$ cat config.mk
export PLATFORM = sky130hd
export DESIGN_NAME = tws_top
export DESIGN_NICKNAME = d
export VERILOG_FILES = /design/src/tws_filter.v /design/src/tws_top.v
export VERILOG_INCLUDE_DIRS = /design/src
export SDC_FILE = /design/constraint.sdc
export NUM_CORES = 1
export LEC_CHECK = 0
export BUFFER_PORTS_ARGS = -buffer_cell sky130_fd_sc_hd__buf_2
export CAP_MARGIN = 20
export CELL_PAD_IN_SITES_DETAIL_PLACEMENT = 0
export CELL_PAD_IN_SITES_GLOBAL_PLACEMENT = 1
export CORE_UTILIZATION = 43
export DETAILED_ROUTE_END_ITERATION = 12
export GPL_ROUTABILITY_DRIVEN = 0
export PLACE_DENSITY_LB_ADDON = 0.1
export SLEW_MARGIN = 20
export SYNTH_ARGS = -nofsm -noshare
export SYNTH_HDL_FRONTEND = slang
export SYNTH_SLANG_ARGS = --single-unit
$ cat constraint.sdc
create_clock -name CLK_I -period 2.1 [get_ports CLK_I]
set_input_delay 0.42 -clock CLK_I [delete_from_list [all_inputs] [get_ports CLK_I]]
set_output_delay 0.42 -clock CLK_I [all_outputs]
set_load 0.02 [all_outputs]
$ cat src/tws_map.vh
// Constants for the two-wire serial block
`ifndef TWS_MAP_VH
`define TWS_MAP_VH
`define TWS_OWN_ADDR_RST 7'h55
`define TWS_DATA_RST 8'h00
`define TWS_VECTOR 16'h003B
`define TWS_CLK_PERIOD_NS 25
`define TWS_GLITCH_NS 50
// Filter length: pulses under the glitch time are rejected (rounded up)
`define TWS_GLITCH_CYC ((`TWS_GLITCH_NS + `TWS_CLK_PERIOD_NS - 1) / `TWS_CLK_PERIOD_NS)
`define TWS_FLT_W 3
`endif

$ cat src/tws_filter.v
// Synchroniser and glitch filter for one two-wire line
`timescale 1ns/1ps
`include "tws_map.vh"
module tws_filter (
  input wire clk_i,
  input wire rst_b_i,
  input wire pin_i,
  output reg level_o
);
  reg sync1;
  reg sync2;
  reg [`TWS_FLT_W-1:0] cnt;

  // Two-stage synchroniser, then a stable-time counter
  always @(posedge clk_i or negedge rst_b_i) begin
    if (!rst_b_i) begin
      sync1 <= 1'b1;
      sync2 <= 1'b1;
      cnt <= {`TWS_FLT_W{1'b0}};
      level_o <= 1'b1;
    end else begin
      sync1 <= pin_i;
      sync2 <= sync1;
      if (sync2 == level_o) begin
        cnt <= {`TWS_FLT_W{1'b0}};
      end else if (cnt == `TWS_GLITCH_CYC) begin
        level_o <= sync2;
        cnt <= {`TWS_FLT_W{1'b0}};
      end else begin
        cnt <= cnt + 1'b1;
      end
    end
  end
endmodule

$ cat src/tws_top.v
// Two-wire interface: software master pins and hardware slave engine
// Notes on behaviour
// - master_select picks software master or hardware slave
// - Master drive enable puts sw_data_out on data
// - Master clock pin follows sw_clock_out always
// - Data pin latched on clock rising edge
// - Reset leaves interface in slave mode
// - Interface active only while spi_enable clear
// - Own address and data register hold traffic
// - Flag set after start, address, direction bit
// - Interrupt needs local and global enables
// - Any data register access clears the flag
// - Second access per flag halts the controller
// - Interrupt vectors to 003BH per byte
// - Address byte with direction readable after address
// - slave_direction holds master read/write bit
// - Clock held low until flag cleared
// - Flag only for bytes followed by ACK
// - Flag every acknowledged byte until stop, NACK or reset
// - Stop or NACK returns to idle
// - Interface reset bit forces slave idle
// - No status separates address from data flags
// - Line filters reject pulses under 50 ns
// - Interface reset holds slave while set
`timescale 1ns/1ps
`include "tws_map.vh"
module tws_top (
  // Clock and reset
  input wire CLK_I,
  input wire RST_B_I,
  // Control bits
  input wire MASTER_SELECT_I,
  input wire SW_DATA_OUT_I,
  input wire SW_DATA_DRIVE_ENABLE_I,
  input wire SW_CLOCK_OUT_I,
  input wire INTERFACE_RESET_BIT_I,
  input wire SPI_ENABLE_I,
  input wire INT_ENABLE_I,
  input wire GLOBAL_INTERRUPT_ENABLE_I,
  input wire [6:0] OWN_ADDRESS_I,
  // Data register access strobes
  input wire DATA_WR_I,
  input wire [7:0] DATA_WDATA_I,
  input wire DATA_RD_I,
  // Status
  output reg [7:0] DATA_RDATA_O,
  output reg SW_DATA_IN_O,
  output reg BYTE_DONE_FLAG_O,
  output reg SLAVE_DIRECTION_O,
  output reg HALTED_O,
  output wire IRQ_O,
  output wire [15:0] IRQ_VECTOR_O,
  // Two-wire pins
  input wire TWOWIRE_DATA_PIN_I,
  output reg TWOWIRE_DATA_PIN_O,
  output reg TWOWIRE_DATA_PIN_OE_O,
  input wire TWOWIRE_CLOCK_PIN_I,
  output reg TWOWIRE_CLOCK_PIN_O,
  output reg TWOWIRE_CLOCK_PIN_OE_O
);
  // Slave states
  localparam ST_IDLE = 3'd0;
  localparam ST_ADDR = 3'd1;
  localparam ST_AACK = 3'd2;
  localparam ST_RX = 3'd3;
  localparam ST_TX = 3'd4;
  localparam ST_MACK = 3'd5;
  localparam ST_SACK = 3'd6;

  wire sda;
  wire scl;
  reg sda_d;
  reg scl_d;
  reg [2:0] state;
  reg [2:0] bitcnt;
  reg [7:0] shreg;
  reg [7:0] tx_data;
  reg stretch;
  reg acc_seen;
  reg sda_drive_low;
  reg master_d;
  // Set once all eight address bits are in; the fall right after
  // START carries no bit and must not be taken as the eighth fall
  reg addr_full;

  wire active = ~SPI_ENABLE_I;
  wire master = active & MASTER_SELECT_I;
  wire slave_on = active & ~MASTER_SELECT_I & ~INTERFACE_RESET_BIT_I;
  wire access = DATA_WR_I | DATA_RD_I;
  wire scl_rise = scl & ~scl_d;
  wire scl_fall = ~scl & scl_d;
  wire start_det = scl & scl_d & sda_d & ~sda;
  wire stop_det = scl & scl_d & ~sda_d & sda;
  // Phases in which this slave itself may move the data line.
  // The filtered copy of our own drive lags the clock, so an edge of it
  // can land while the filtered clock is still high; START and STOP are
  // ignored here so that our own bits are never taken as bus conditions.
  wire slave_talks = (state == ST_AACK) | (state == ST_SACK) |
    (state == ST_TX) | (state == ST_MACK);

  // Filtered line copies
  tws_filter u_flt_sda (
    .clk_i(CLK_I),
    .rst_b_i(RST_B_I),
    .pin_i(TWOWIRE_DATA_PIN_I),
    .level_o(sda)
  );
  tws_filter u_flt_scl (
    .clk_i(CLK_I),
    .rst_b_i(RST_B_I),
    .pin_i(TWOWIRE_CLOCK_PIN_I),
    .level_o(scl)
  );

  // Interrupt request and fixed vector
  assign IRQ_O = BYTE_DONE_FLAG_O & INT_ENABLE_I & GLOBAL_INTERRUPT_ENABLE_I;
  assign IRQ_VECTOR_O = `TWS_VECTOR;

  // Edge history of filtered lines
  always @(posedge CLK_I or negedge RST_B_I) begin
    if (!RST_B_I) begin
      sda_d <= 1'b1;
      scl_d <= 1'b1;
      master_d <= 1'b0;
    end else begin
      sda_d <= sda;
      scl_d <= scl;
      master_d <= master;
    end
  end

  // Software master data capture
  always @(posedge CLK_I or negedge RST_B_I) begin
    if (!RST_B_I) begin
      SW_DATA_IN_O <= 1'b0;
    end else if (master && master_d && !SW_DATA_DRIVE_ENABLE_I && scl_rise) begin
      SW_DATA_IN_O <= sda;
    end
  end

  // Pin drivers for both modes
  always @(posedge CLK_I or negedge RST_B_I) begin
    if (!RST_B_I) begin
      TWOWIRE_DATA_PIN_O <= 1'b0;
      TWOWIRE_DATA_PIN_OE_O <= 1'b0;
      TWOWIRE_CLOCK_PIN_O <= 1'b0;
      TWOWIRE_CLOCK_PIN_OE_O <= 1'b0;
    end else if (master) begin
      TWOWIRE_DATA_PIN_O <= SW_DATA_OUT_I;
      TWOWIRE_DATA_PIN_OE_O <= SW_DATA_DRIVE_ENABLE_I;
      TWOWIRE_CLOCK_PIN_O <= SW_CLOCK_OUT_I;
      TWOWIRE_CLOCK_PIN_OE_O <= 1'b1;
    end else begin
      TWOWIRE_DATA_PIN_O <= 1'b0;
      TWOWIRE_DATA_PIN_OE_O <= slave_on & sda_drive_low;
      TWOWIRE_CLOCK_PIN_O <= 1'b0;
      TWOWIRE_CLOCK_PIN_OE_O <= slave_on & stretch;
    end
  end

  // Slave engine
  always @(posedge CLK_I or negedge RST_B_I) begin
    if (!RST_B_I) begin
      state <= ST_IDLE;
      bitcnt <= 3'd0;
      shreg <= 8'h00;
      tx_data <= `TWS_DATA_RST;
      DATA_RDATA_O <= `TWS_DATA_RST;
      BYTE_DONE_FLAG_O <= 1'b0;
      SLAVE_DIRECTION_O <= 1'b0;
      HALTED_O <= 1'b0;
      stretch <= 1'b0;
      acc_seen <= 1'b0;
      sda_drive_low <= 1'b0;
      addr_full <= 1'b0;
    end else if (!slave_on) begin
      state <= ST_IDLE;
      bitcnt <= 3'd0;
      addr_full <= 1'b0;
      BYTE_DONE_FLAG_O <= 1'b0;
      HALTED_O <= 1'b0;
      stretch <= 1'b0;
      acc_seen <= 1'b0;
      sda_drive_low <= 1'b0;
    end else begin
      // Firmware access: clears flag, second access halts
      if (access) begin
        if (BYTE_DONE_FLAG_O) begin
          BYTE_DONE_FLAG_O <= 1'b0;
          acc_seen <= 1'b1;
        end else if (acc_seen) begin
          HALTED_O <= 1'b1;
        end
        if (DATA_WR_I) begin
          tx_data <= DATA_WDATA_I;
        end
      end
      if (HALTED_O) begin
        state <= ST_IDLE;
        sda_drive_low <= 1'b0;
      end else if (stop_det && !slave_talks) begin
        state <= ST_IDLE;
        stretch <= 1'b0;
        sda_drive_low <= 1'b0;
        acc_seen <= 1'b0;
      end else if (start_det && !slave_talks) begin
        // A START outside the slave-driven phases, repeated or not, restarts address capture
        state <= ST_ADDR;
        bitcnt <= 3'd0;
        addr_full <= 1'b0;
        stretch <= 1'b0;
        sda_drive_low <= 1'b0;
        acc_seen <= 1'b0;
      end else begin
        // Release the stretch once the flag is gone
        if (stretch && !BYTE_DONE_FLAG_O && !(access && BYTE_DONE_FLAG_O)) begin
          stretch <= 1'b0;
          if (state == ST_TX) begin
            sda_drive_low <= ~tx_data[7];
            shreg <= {tx_data[6:0], 1'b0};
          end
        end
        case (state)
          // Idle: line released, wait for a START
          ST_IDLE: begin
            sda_drive_low <= 1'b0;
          end
          // Address phase: seven address bits then direction, MSB first
          ST_ADDR: begin
            if (scl_rise) begin
              shreg <= {shreg[6:0], sda};
              bitcnt <= bitcnt + 3'd1;
              // Eighth rise completes the address byte
              if (bitcnt == 3'd7) begin
                addr_full <= 1'b1;
              end
            end
            // Eighth fall: decide whether to acknowledge
            if (scl_fall && addr_full) begin
              addr_full <= 1'b0;
              if (shreg[7:1] == OWN_ADDRESS_I) begin
                sda_drive_low <= 1'b1;
                state <= ST_AACK;
              end else begin
                state <= ST_IDLE;
              end
            end
          end
          // Address acknowledge: flag and stretch at the end of ACK
          ST_AACK: begin
            if (scl_fall) begin
              DATA_RDATA_O <= shreg;
              SLAVE_DIRECTION_O <= shreg[0];
              BYTE_DONE_FLAG_O <= 1'b1;
              acc_seen <= 1'b0;
              stretch <= 1'b1;
              sda_drive_low <= 1'b0;
              bitcnt <= 3'd0;
              state <= shreg[0] ? ST_TX : ST_RX;
            end
          end
          // Receive: shift data bits in while the clock is not held
          ST_RX: begin
            if (scl_rise && !stretch) begin
              shreg <= {shreg[6:0], sda};
              bitcnt <= bitcnt + 3'd1;
            end
            if (scl_fall && !stretch && bitcnt == 3'd0) begin
              sda_drive_low <= 1'b1;
              state <= ST_SACK;
            end
          end
          // Data acknowledge: hand the byte over and hold the clock
          ST_SACK: begin
            if (scl_fall) begin
              DATA_RDATA_O <= shreg;
              BYTE_DONE_FLAG_O <= 1'b1;
              acc_seen <= 1'b0;
              stretch <= 1'b1;
              sda_drive_low <= 1'b0;
              state <= ST_RX;
            end
          end
          // Transmit: next bit goes out after each clock fall
          ST_TX: begin
            if (scl_fall && !stretch) begin
              bitcnt <= bitcnt + 3'd1;
              if (bitcnt == 3'd7) begin
                sda_drive_low <= 1'b0;
                state <= ST_MACK;
              end else begin
                sda_drive_low <= ~shreg[7];
                shreg <= {shreg[6:0], 1'b0};
              end
            end
          end
          // Master acknowledge: ACK continues, NACK ends the transfer
          ST_MACK: begin
            if (scl_rise) begin
              if (sda) begin
                state <= ST_IDLE;
              end else begin
                BYTE_DONE_FLAG_O <= 1'b1;
                acc_seen <= 1'b0;
                stretch <= 1'b1;
                bitcnt <= 3'd0;
                state <= ST_TX;
              end
            end
          end
          default: begin
            state <= ST_IDLE;
          end
        endcase
      end
    end
  end
  // flags carry no address/data distinction by design
endmodule
# Word level (Yosys, flattened, before mapping)
# Index checks and enable logic that the tools add are counted.
# word_totals
wordCells	222
out_inout_bits	33
register_bits	57
# op_classes
eq_ne	35
addsub	3
n_bitwise	32
n_mux	94
reduce_logical	30
# op_table
operator	count
$mux 3	27
$mux 1	53
$mux 8	6
$pmux 8 s3	1
$pmux 3 s7	1
$ne 6x4->1 const B	3
$pmux 3 s5	1
$and 1x1->1	14
$not 1->1	14
$eq 3x2->1 const B	4
$eq 3x3->1 const B	4
$logic_and 1x1->1	12
$ne 4x4->1 const B	3
$ne 6x3->1 const B	2
$ne 6x6->1 const B	2
$reduce_and 6->1	2
$add 3x1->3 const B	3
$reduce_and 9->1	1
$ne 2x2->1 const B	4
$ne 4x1->1 const B	2
$ne 4x3->1 const B	2
$reduce_and 8->1	1
$eq 7x7->1	1
$ne 7x1->1 const B	1
other kinds (17)	30

# Longest topological paths before layout
# Gate-level depths: netlist of the first run.
# logic_depth
word_depth	12
ltp_mapped	7

# Modules after synthesis
# Synthesis of the first run repeated with hierarchy kept, for this count alone.
# unflattened
cells_unflattened	276
area_unflattened_um2	3105.5
# modules_own_cells
mod	area_each_um2	cells_each	n_inst
tws_top	2620.0	242	1
tws_filter	242.7	17	2

# Worst setup path before layout of the first run
# No wires, ideal clock.
# synth_path
kind	input to register
from	input port MASTER_SELECT_I
to	register SLAVE_DIRECTION_O
required_ps	1973
cell_stages	6
n_path_buf	1
setup_slack_ps	282
arrival_ps	1691
path_cell_list	nor3_1 -> nand2b_1 -> or3_1 -> buf_2 -> nor2_1 -> mux2_1
# synth_between
elab_chain_cells	4
# synth_rtl
item	line_no	text
start, declared	tws_top.v:32	input wire MASTER_SELECT_I,
$not 1->1	tws_top.v:88	wire slave_on = active & ~MASTER_SELECT_I & ~INTERFACE_RESET_BIT_I;
$and 1x1->1 (2 in a row)	tws_top.v:88	
$reduce_and 6->1 (no line)	--	
end signal, assigned	tws_top.v:253	SLAVE_DIRECTION_O <= shreg[0];
end, declared	tws_top.v:49	output reg SLAVE_DIRECTION_O,
# Every way passes these cells.
# A chain may end at the register's enable or synchronous reset.

# Worst setup path in the final report of the first run
# layout_path
from	register state[0]
to	register state[0]
# layout_between
elab_chain_cells	10
# layout_rtl
item	line_no	text
start, declared	tws_top.v:74	reg [2:0] state;
start signal, assigned	tws_top.v:259	state <= shreg[0] ? ST_TX : ST_RX;
$eq 3x2->1 / $eq 3x3->1 (equally long branches)	tws_top.v:98, tws_top.v:223	
$or 1x1->1 (2 in a row)	tws_top.v:98	wire slave_talks = (state == ST_AACK) | (state == ST_SACK) |
$or 1x1->1	tws_top.v:99	(state == ST_TX) | (state == ST_MACK);
$logic_not 1->1	tws_top.v:201, tws_top.v:206	
$logic_and 1x1->1	tws_top.v:206	end else if (start_det && !slave_talks) begin
$mux 3	tws_top.v:206	
$mux 3	tws_top.v:201	end else if (stop_det && !slave_talks) begin
$mux 3	tws_top.v:198	if (HALTED_O) begin
$mux 3	tws_top.v:176	end else if (!slave_on) begin
# Parallel ways exist; a longest one is shown, timed or not.

==> results of run 1 <==
-- area by class of cell --
class	count	area [um^2]
flip-flops and latches	57	1436
multi-input cells	213	1478
clock buffers	11	151.4
well taps	96	120.1
fillers	648	3196
clock inverters	5	77.57
inverters	8	30.03
repair buffers	64	380.4
-- where the power goes --
group / internal [mW] / switching (mW)
logic: 0.272 / 0.308
clock network: 0.728 / 0.447
registers: 1.27 / 0.175
total: 2.27 / 0.929
-- worst max-delay path, cell delays in order (launching register included) --
cell	delay, ns
dfrtp_1	0.51
or3b_1	0.53
a21oi_1	0.19
a311oi_2	0.07
nor2_1	0.16
mux2_1	0.34
-- cell families (layout without fill, tap and decap cells) --
group / after synthesis / in the layout / share of synthesized area
compound gates: 68 / 68 / 0.1596
other cells: 2 / 16 / 0.002438
buf+inv: 36 / 88 / 0.07108
mux: 24 / 24 / 0.08611
fa+ha+maj: 3 / 3 / 0.01219
flops: 57 / 57 / 0.4663
simple gates: 90 / 90 / 0.1682
xor+xnor: 12 / 12 / 0.03412
-- path summary, 6_finish.rpt --
kind	start	end	slack (ns)	cells past startpoint
worst max-delay path	state[0]	state[0]	0.18	5
worst min-delay path	RST_B_I	TWOWIRE_CLOCK_PIN_O	0.04	1
worst max register to register	state[0]	state[0]	0.18	5
worst min register to register	u_flt_sda.sync1	u_flt_sda.sync2	0.36	0
max in group asynchronous	RST_B_I	u_flt_sda.sync2	1.44	2
min in group CLK_I	TWOWIRE_DATA_PIN_I	u_flt_sda.sync1	0.18	1
-- per-layer routing --
layer,vias to the layer above,wire length [um],track usage
li1,1140,-,-
met1,1132,3406,0.2778
met5,-,0,0
met4,0,100,0.06364
met2,57,3162,0.3167
met3,9,236,0.04857
-- cells in the final DEF, fill, tap and decap left out, types with 4 or more instances in the layout --
master,Yosys,final
inv_1,7,7
nand2b_1,10,10
xor2_1,4,4
nand2_1,22,22
buf_2,7,45
a211oi_1,4,4
or3_1,4,4
a22oi_1,9,9
conb_1,2,16
nor3_1,6,6
o21ai_0,7,7
o2bb2ai_1,7,7
mux2i_1,4,4
mux2_1,18,18
dfrtp_1,49,49
xnor2_1,8,8
o21ai_1,4,4
and2_1,4,4
dfstp_2,8,8
nor2_1,13,13
nor2b_1,5,5
clkbuf_8,0,11
a21oi_1,14,14
buf_4,18,18
-- registers in the layout, indices dropped and copies added, names as in the netlist, 3 cells and up --
| signal | count |
|---|---|
| state | 3 |
| u_flt_sda.cnt | 3 |
| u_flt_scl.cnt | 3 |
| bitcnt | 3 |
| tx_data | 8 |
| DATA_RDATA_O | 8 |
| shreg | 8 |
-- stage by stage --
| stage | hold WS [ns] | instance area, um^2 |
|---|---|---|
| final | 0.03836 | 3674 |
| after global placement | 0.3457 | 3445 |
| after detailed placement | 0.3468 | 3445 |
| after global routing | 0.06017 | 3674 |
| after floorplan | 0.1244 | 3133 |
| after CTS | 0.04706 | 3674 |
==> run summary, run 1 <==
Setup TNS Final: 0 ns
IO buf count: 45
Setup bufs post-CTS: 0
Overflow after GRT: 0
CP required: 2.31 ns
I/O pin cnt: 62
Row count: 30
Yosys cell types: 62
Final Hold Fails: 0
CTS tree: built
Pwr Total: 3.196 mW
Startpoint types: register
CP Max Fanout: 12
Drt first-iter violations: 172
CP arrival: 2.13 ns
Sequential-to-total area share from yosys stat: 0.4663
VDD IR max: 0.4736 mV
Non-Filler Instances: 454
Drt wl/cell: 15.21 um
First-pass GRT wire length: 11390 um
Ys flop type: dfrtp_1
Clk slew on worst S/H paths: 0.07 ns
Largest net degree at the start of global routing: 40
Vias in the first global route: 2213
Post-route setup slack: 0.1803 ns
Clk_lat worst skew: 0.33 ns
Slew Limit Fails: 0
Synthesized area: 3080 um^2
Setup CP Type: register to register
Post-DR vias/cell: 5.150
Final WL: 6905 um
Die area: 7506 um^2
Synth top area share: 0.3981
HP Class: input pin to async pin
# H-tree levels: 3
Commonest cells post-synth: 49 x dfrtp_1, 22 x nand2_1, 18 x buf_4, 18 x mux2_1, 14 x a21oi_1
# hold bufs at CTS: 0
Mean Syn Cell Area: 10.55 um^2
Dpl ws: 0.1039 ns
ANT cells: 0
Share of layout cells above drive strength 1: 0.2793
Sink Count: 57
Synthesized flop and latch total: 57
Area Overhead vs Synth: 19.25%
Core area: 6869 um^2
Vias: 2338
Crit. End Element: register
Post-Place Cells: 438
Pleak: 1.686 nW
CTS buffer count: 9
Warnings, synthesis: 0
# DRC: 0
Highest Clock Rate: 0.5209 GHz
Outcome: complete, no violations
Synth area leader: dfrtp_1
Nets: 385
Setup violators final: 0
Initial Util: 0.4485
CTS root buf: clkbuf_8
Post-synth EDFFs: 0
Fin crit period: 1.920 ns
Most frequent cell after synthesis: dfrtp_1
Async SR Flop Fraction: 1.000
Clock skew: 0.007843 ns
Total of max-cap violations: 0
Post-layout util: 0.5348
Initial antenna violation count: 0
First-pass DRT Iterations: 4
Maximum clock path buffer count: 2
Width of the die: 86.64 um
Post_cts resized: 0
All-layer global routing usage: 0.2025
Die span in y: 86.64 um
Tcrit/Tclk final: 0.9142
Synth area leaders: dfrtp_1 40%, dfstp_2 6.8%, mux2_1 6.6%
Antenna Nets Post-Route: 0
Detailed-placement wirelength estimate: 5018 um
Cell Pwr Density: 870.0 nW/um^2
Synth Instances: 292
Unrepaired setup endpoints after global routing: false
Power figures use the tool's default switching activity.
==> inputs of run 2 (changes only) <==
--- a/config.mk
+++ b/config.mk
@@ -10,10 +10,11 @@
 export CAP_MARGIN = 20
 export CELL_PAD_IN_SITES_DETAIL_PLACEMENT = 0
 export CELL_PAD_IN_SITES_GLOBAL_PLACEMENT = 1
-export CORE_UTILIZATION = 43
+export CORE_UTILIZATION = 38
 export DETAILED_ROUTE_END_ITERATION = 12
 export GPL_ROUTABILITY_DRIVEN = 0
 export PLACE_DENSITY_LB_ADDON = 0.1
+export RECOVER_POWER = 100
 export SLEW_MARGIN = 20
 export SYNTH_ARGS = -nofsm -noshare
 export SYNTH_HDL_FRONTEND = slang
==> constraint.sdc (replaced) <==
create_clock -name CLK_I -period 1.6 [get_ports CLK_I]
set_input_delay 0.32 -clock CLK_I [delete_from_list [all_inputs] [get_ports CLK_I]]
set_output_delay 0.32 -clock CLK_I [all_outputs]
set_load 0.02 [all_outputs]
==> run 2 against run 1 <==
The run now ends with setup timing left. Combinational power up 120%. Critical path depth up 1. Sequential share of layout area down 6.7 points. Via count up 14%. Hold slack better by 0.040 ns. Flip-flop and latch count unchanged. Wire length up 21%. Fmax up 4.5%. Register-to-register slack worse by 0.42 ns. Utilization up 3.9 points. Final cell count up 15%. Non-clock buffer count up 60. Largest cell class unchanged.
==> run summary, run 2 (synthesis results as in run 1) <==
Vias in the first global route: 2690
I/O pin cnt: 62
CP max stage delay: 0.60 ns
Critical path, cell by cell: buf_6 -> and4b_2 -> a211oi_4 -> nor4_4 -> buf_4 -> mux2i_1
Met2 Use GR: 0.3364
Setup CP Type: register to register
Sink Count: 57
Final Hold Fails: 0
Post-Place Cells: 490
Final WL: 8376 um
Detailed-placement wirelength estimate: 5832 um
Die span in y: 92.04 um
Pleak: 2.025 nW
Die area: 8470 um^2
First-pass GRT wire length: 13550 um
Row count: 32
Clk_lat worst skew: 0.34 ns
Largest net degree at the start of global routing: 58
RR Endpoint: bitcnt[0]
Tcrit/Tclk final: 1.149
# H-tree levels: 3
Clock skew: 0.01339 ns
Setup violators final: 27
Non-Filler Instances: 520
Reg-to-reg slack, setup: -0.24 ns
Reg-to-Reg Start: u_flt_scl.level_o
Worst hold margin: 0.07875 ns
CTS root buf: clkbuf_8
CTS buffer count: 9
M3 GR Usage: 0.05804
Fillers: 708
Drt wl/cell: 16.11 um
CP arrival: 2.10 ns
VDD IR max: 0.5240 mV
Crit path from: u_flt_scl.level_o
Clk slew on worst S/H paths: 0.07 ns
Post-DR vias/cell: 5.131
Drt first-iter violations: 96
Setup TNS Final: -4.876 ns
# DRC: 0
Width of the die: 92.04 um
Initial antenna violation count: 0
Outcome: finished with violations
Core area: 7767 um^2
Area Overhead vs Synth: 44.56%
Commonest non-fill, non-tap cell in the layout: buf_4
Reg2Reg Depth: 6
ANT cells: 0
Slew Limit Fails: 0
CP required: 1.86 ns
M1 GR Usage: 0.2698
Most used routing layer: met2
Initial Util: 0.3966
Pwr Total: 4.565 mW
Share of layout cells above drive strength 1: 0.4785
Dpl ws: -0.2343 ns
CTS tree: built
Failing checks: setup timing
Highest Clock Rate: 0.5441 GHz
Post-route setup slack: -0.2379 ns
Slowest-stage cell, CP: dfstp_2
Fin crit period: 1.838 ns
Maximum clock path buffer count: 2
Register area: 1441 um^2
Placed Instance Area: 3854 um^2
Total of max-cap violations: 0
Min-delay src: TWOWIRE_DATA_PIN_I
IO buf count: 45
CP Max Fanout: 7
Biggest regs: DATA_RDATA_O: 8 flops, shreg: 8 flops, tx_data: 8 flops
Vias: 2668
Finished Cell Area: 4453 um^2
Commonest cells after routing, fill and taps aside: 61 x buf_4, 45 x dfrtp_1, 45 x buf_2
Startpoint types: register
Area of the multi-input gates: 1743 um^2
Overflow after GRT: 0
HP Class: input pin to register
Nets: 445
All-layer global routing usage: 0.2123
Cell Pwr Density: 1025 nW/um^2
Crit path capture: bitcnt[0]
First-pass DRT Iterations: 4
Unrepaired setup endpoints after global routing: true
Crit. End Element: register
Post-layout util: 0.5733
Antenna Nets Post-Route: 0
-- run 2: final cells by class --
type / instances / share of cell area
Clock buffer: 10 / 0.02866
Tap cell: 102 / 0.02866
Inverter: 8 / 0.006743
Sequential cell: 57 / 0.3237
Timing Repair Buffer: 124 / 0.2020
Multi-Input combinational cell: 213 / 0.3914
Clock inverter: 6 / 0.01883
-- run 2: repair_timing --
action                     4_1_cts  5_1_grt
setup buffers                    6        7
pin swaps                       11       20
gates resized for setup         22       36
hold endpoints to repair        49        0
hold buffers                     1        0
setup endpoints to repair       28       29
gates cloned                     1        0
-- run 2: critical path, delay by kind of cell (launching register included) --
| kind | cells | cell delay (ns) |
|---|---|---|
| AOI/OAI and AO/OA | 1 | 0.09 |
| and+or+nand+nor | 2 | 0.57 |
| muxes | 1 | 0.19 |
| DFF | 1 | 0.60 |
| buffers and inverters | 2 | 0.31 |
-- run 2: power by group --
part / switching [mW] / internal, mW
sequential: 0.166 / 1.66
clock: 0.599 / 0.871
combinational: 0.597 / 0.674
-- run 2: how the worst min path moves through the flow --
stage          cells after the start  slack [ns]               end
6_report                           1        0.08   u_flt_sda.sync1
5_1_grt                            1        0.06   u_flt_sda.sync1
4_1_cts                            1        0.05   u_flt_sda.sync1
3_5_place_dp                       0        0.35   u_flt_sda.sync2
3_3_place_gp                       2        0.35  u_flt_scl.cnt[1]
2_1_floorplan                      0        0.02  BYTE_DONE_FLAG_O
-- run 2: routing by layer --
layer  share of wire  wire length (um)
met1            0.44              3701
met2            0.48              4012
met3           0.053               443
met4           0.026               217
met5               0                 0
==> inputs of run 3 (changes only) <==
--- a/config.mk
+++ b/config.mk
@@ -10,7 +10,7 @@
 export CAP_MARGIN = 20
 export CELL_PAD_IN_SITES_DETAIL_PLACEMENT = 0
 export CELL_PAD_IN_SITES_GLOBAL_PLACEMENT = 1
-export CORE_UTILIZATION = 38
+export CORE_UTILIZATION = 39
 export DETAILED_ROUTE_END_ITERATION = 12
 export GPL_ROUTABILITY_DRIVEN = 0
 export PLACE_DENSITY_LB_ADDON = 0.1
@@ -18,4 +18,5 @@
 export SLEW_MARGIN = 20
 export SYNTH_ARGS = -nofsm -noshare
 export SYNTH_HDL_FRONTEND = slang
+export SYNTH_HIERARCHICAL = 1
 export SYNTH_SLANG_ARGS = --single-unit
==> run 3 against run 2 <==
The flow still finishes with violations (setup timing). Largest cell class unchanged. Final area down 1.5%. Combinational power grew 7%. Critical path depth unchanged. Clock-buffer cell count rose by 2. Area after synthesis rose by 0.81%. Fmax rose by 4.4%. Setup slack improved by 0.078 ns. First-iteration DRC count grew 19%. Register-to-register slack improved by 0.08 ns. Hold slack gained 0.0058 ns.
==> run summary, run 3 <==
I/O pin cnt: 62
CP Max Fanout: 8
Worst-margin pin slew: 0.8517 ns
Ys flop type: dfrtp_1
Core area: 7727 um^2
Warnings, synthesis: 6
Share of layout cells above drive strength 1: 0.5189
Seq pwr share: 0.401
Final WL: 7838 um
# H-tree levels: 3
Fin crit period: 1.760 ns
Reg2Reg Depth: 6
CP required: 1.82 ns
Slowest-stage cell, CP: dfstp_2
Highest Clock Rate: 0.5682 GHz
Finished Cell Area: 4384 um^2
ANT cells: 0
Post-synth EDFFs: 0
Async SR Flop Fraction: 1.000
Die span in y: 91.24 um
Pleak: 2.052 nW
Commonest non-fill, non-tap cell in the layout: buf_4
Synthesized area: 3105 um^2
Crit path from: scl_d
Rel. slew slack: 0.4322
Synth Instances: 276
Most frequent cell after synthesis: dfrtp_1
Initial antenna violation count: 0
Synth area leader: dfrtp_1
CTS root buf: clkbuf_8
Clock skew: 0.01318 ns
Width of the die: 91.24 um
Clock Power Share: 0.307
Sw Pwr: 1.400 mW
Sw Share: 0.2992
Maximum clock path buffer count: 2
Setup TNS Final: -2.414 ns
Sequential-to-total area share from yosys stat: 0.4625
Final Hold Fails: 0
# DRC: 0
CP max stage delay: 0.59 ns
Biggest regs: DATA_RDATA_O: 8 flops, shreg: 8 flops, tx_data: 8 flops
Dpl ws: -0.2527 ns
Clk_lat worst skew: 0.34 ns
Drt wl/cell: 15.71 um
CTS tree: built
Fillers: 666
CP arrival: 1.98 ns
Synth area leaders: dfrtp_1 39%, mux2_2 6.9%, dfstp_2 6.8%
Reg-to-reg slack, setup: -0.16 ns
Power Internal: 3.279 mW
Row count: 32
Post-DR vias/cell: 5.132
All-layer global routing usage: 0.1967
Synth top area share: 0.3948
Crit. End Element: register
Slew Limit Fails: 0
Sink Count: 57
RR Endpoint: state[1]
First-pass GRT wire length: 12650 um
Min-delay src: TWOWIRE_CLOCK_PIN_I
Placed Instance Area: 3839 um^2
Largest net degree at the start of global routing: 46
Outcome: finished with violations
Initial Util: 0.4019
Drt first-iter violations: 114
Antenna Nets Post-Route: 0
Post-route setup slack: -0.1599 ns
IO buf count: 45
Setup CP Type: register to register
Synthesized flop and latch total: 57
Commonest cells post-synth: 49 x dfrtp_1, 19 x buf_4, 19 x mux2_2
Setup violators final: 28
Vias in the first global route: 2613
Vias: 2561
Die area: 8324 um^2
Startpoint types: register
Clk slew on worst S/H paths: 0.07 ns
HP Class: input pin to register
Critical path, cell by cell: buf_4 -> nand2b_4 -> o32ai_2 -> o21bai_4 -> o21a_4 -> mux2_4
Area Overhead vs Synth: 41.18%
Tcrit/Tclk final: 1.100
Total of max-cap violations: 0
Yosys cell types: 67
Commonest cells after routing, fill and taps aside: 61 x buf_4, 48 x dfrtp_1, 44 x buf_2
Detailed-placement wirelength estimate: 5637 um
Unrepaired setup endpoints after global routing: true
Overflow after GRT: 0
Mean Syn Cell Area: 11.25 um^2
First-pass DRT Iterations: 4
Nets: 424
Comb pwr share: 0.291
Cell Pwr Density: 1067 nW/um^2
VDD IR max: 0.6583 mV
Crit path capture: state[1]
Failing checks: setup timing
CTS buffer count: 9
Reg-to-Reg Start: scl_d
## run 3: area by class of cell
| cell class | count | area, um^2 | area share |
|---|---|---|---|
| clock buffers | 12 | 135.1 | 0.03082 |
| clock inverters | 4 | 70.07 | 0.01598 |
| inverters | 8 | 30.03 | 0.006849 |
| multi-input cells | 197 | 1735 | 0.3958 |
| flip-flops and latches | 57 | 1438 | 0.3279 |
| well taps | 102 | 127.6 | 0.02911 |
| repair buffers | 119 | 848.3 | 0.1935 |
## run 3: timing repair
action | CTS | global route
setup endpoints to repair | 30 | 29
pin swaps | 10 | 6
setup buffers | 11 | 4
hold buffers | 1 | 0
endpoints found under the hold margin | 12 | 0
resized for setup | 27 | 29
## run 3: worst max-delay path, delay by kind of cell (launching register included)
kind                   cells  cell delay [ns]
AO/OA/AOI/OAI              3             0.57
buffers and inverters      1             0.14
flip-flops                 1             0.59
multiplexers               1             0.29
AND/OR/NAND/NOR            1             0.06
## run 3: per-layer routing
| metal | vias to the layer above | GRT usage | share of wire |
|---|---|---|---|
| met3 | 17 | 0.05109 | 0.040 |
| met1 | 1255 | 0.2455 | 0.46 |
| li1 | 1209 | - | - |
| met4 | 0 | 0.06085 | 0.018 |
| met5 | - | 0 | 0 |
| met2 | 80 | 0.3327 | 0.48 |
## run 3: kinds of logic after synthesis
logic type                 share of synthesized area
buffers and inverters                        0.07534
other                                       0.002418
AOI/OAI and AO/OA                             0.1753
muxes                                        0.08985
and+or+nand+nor                               0.1543
xor gates and xnor gates                     0.02820
DFF                                           0.4625
adders and majority gates                    0.01209
## run 3: power by group through the flow
stage          combinational, mW  sequential [mW]  clock, mW
3_3_place_gp                1.08             1.89          0
3_5_place_dp                1.09             1.90          0
2_1_floorplan              0.753             1.83          0
5_1_grt                     1.46             1.91       1.55
6_report                    1.36             1.88       1.44
4_1_cts                     1.24             1.87       1.47
## run 3: metrics by stage
stage	util	hold WS (ns)	power, mW	std cells
after floorplan	-	0.02441	2.587	290
after global placement	0.4968	0.2512	2.974	469
after detailed placement	0.4968	0.2539	2.989	469
after CTS	0.5483	0.07093	4.588	497
after global routing	0.5674	0.06120	4.918	499
final	0.5674	0.08459	4.680	499
## run 3: how the worst min path moves through the flow
stage / end / cells past startpoint
6_report: u_flt_scl/sync1 / 1
5_1_grt: u_flt_scl/sync1 / 1
3_5_place_dp: TWOWIRE_CLOCK_PIN_O / 1
3_3_place_gp: TWOWIRE_DATA_PIN_O / 1
4_1_cts: u_flt_sda/sync1 / 1
2_1_floorplan: BYTE_DONE_FLAG_O / 0
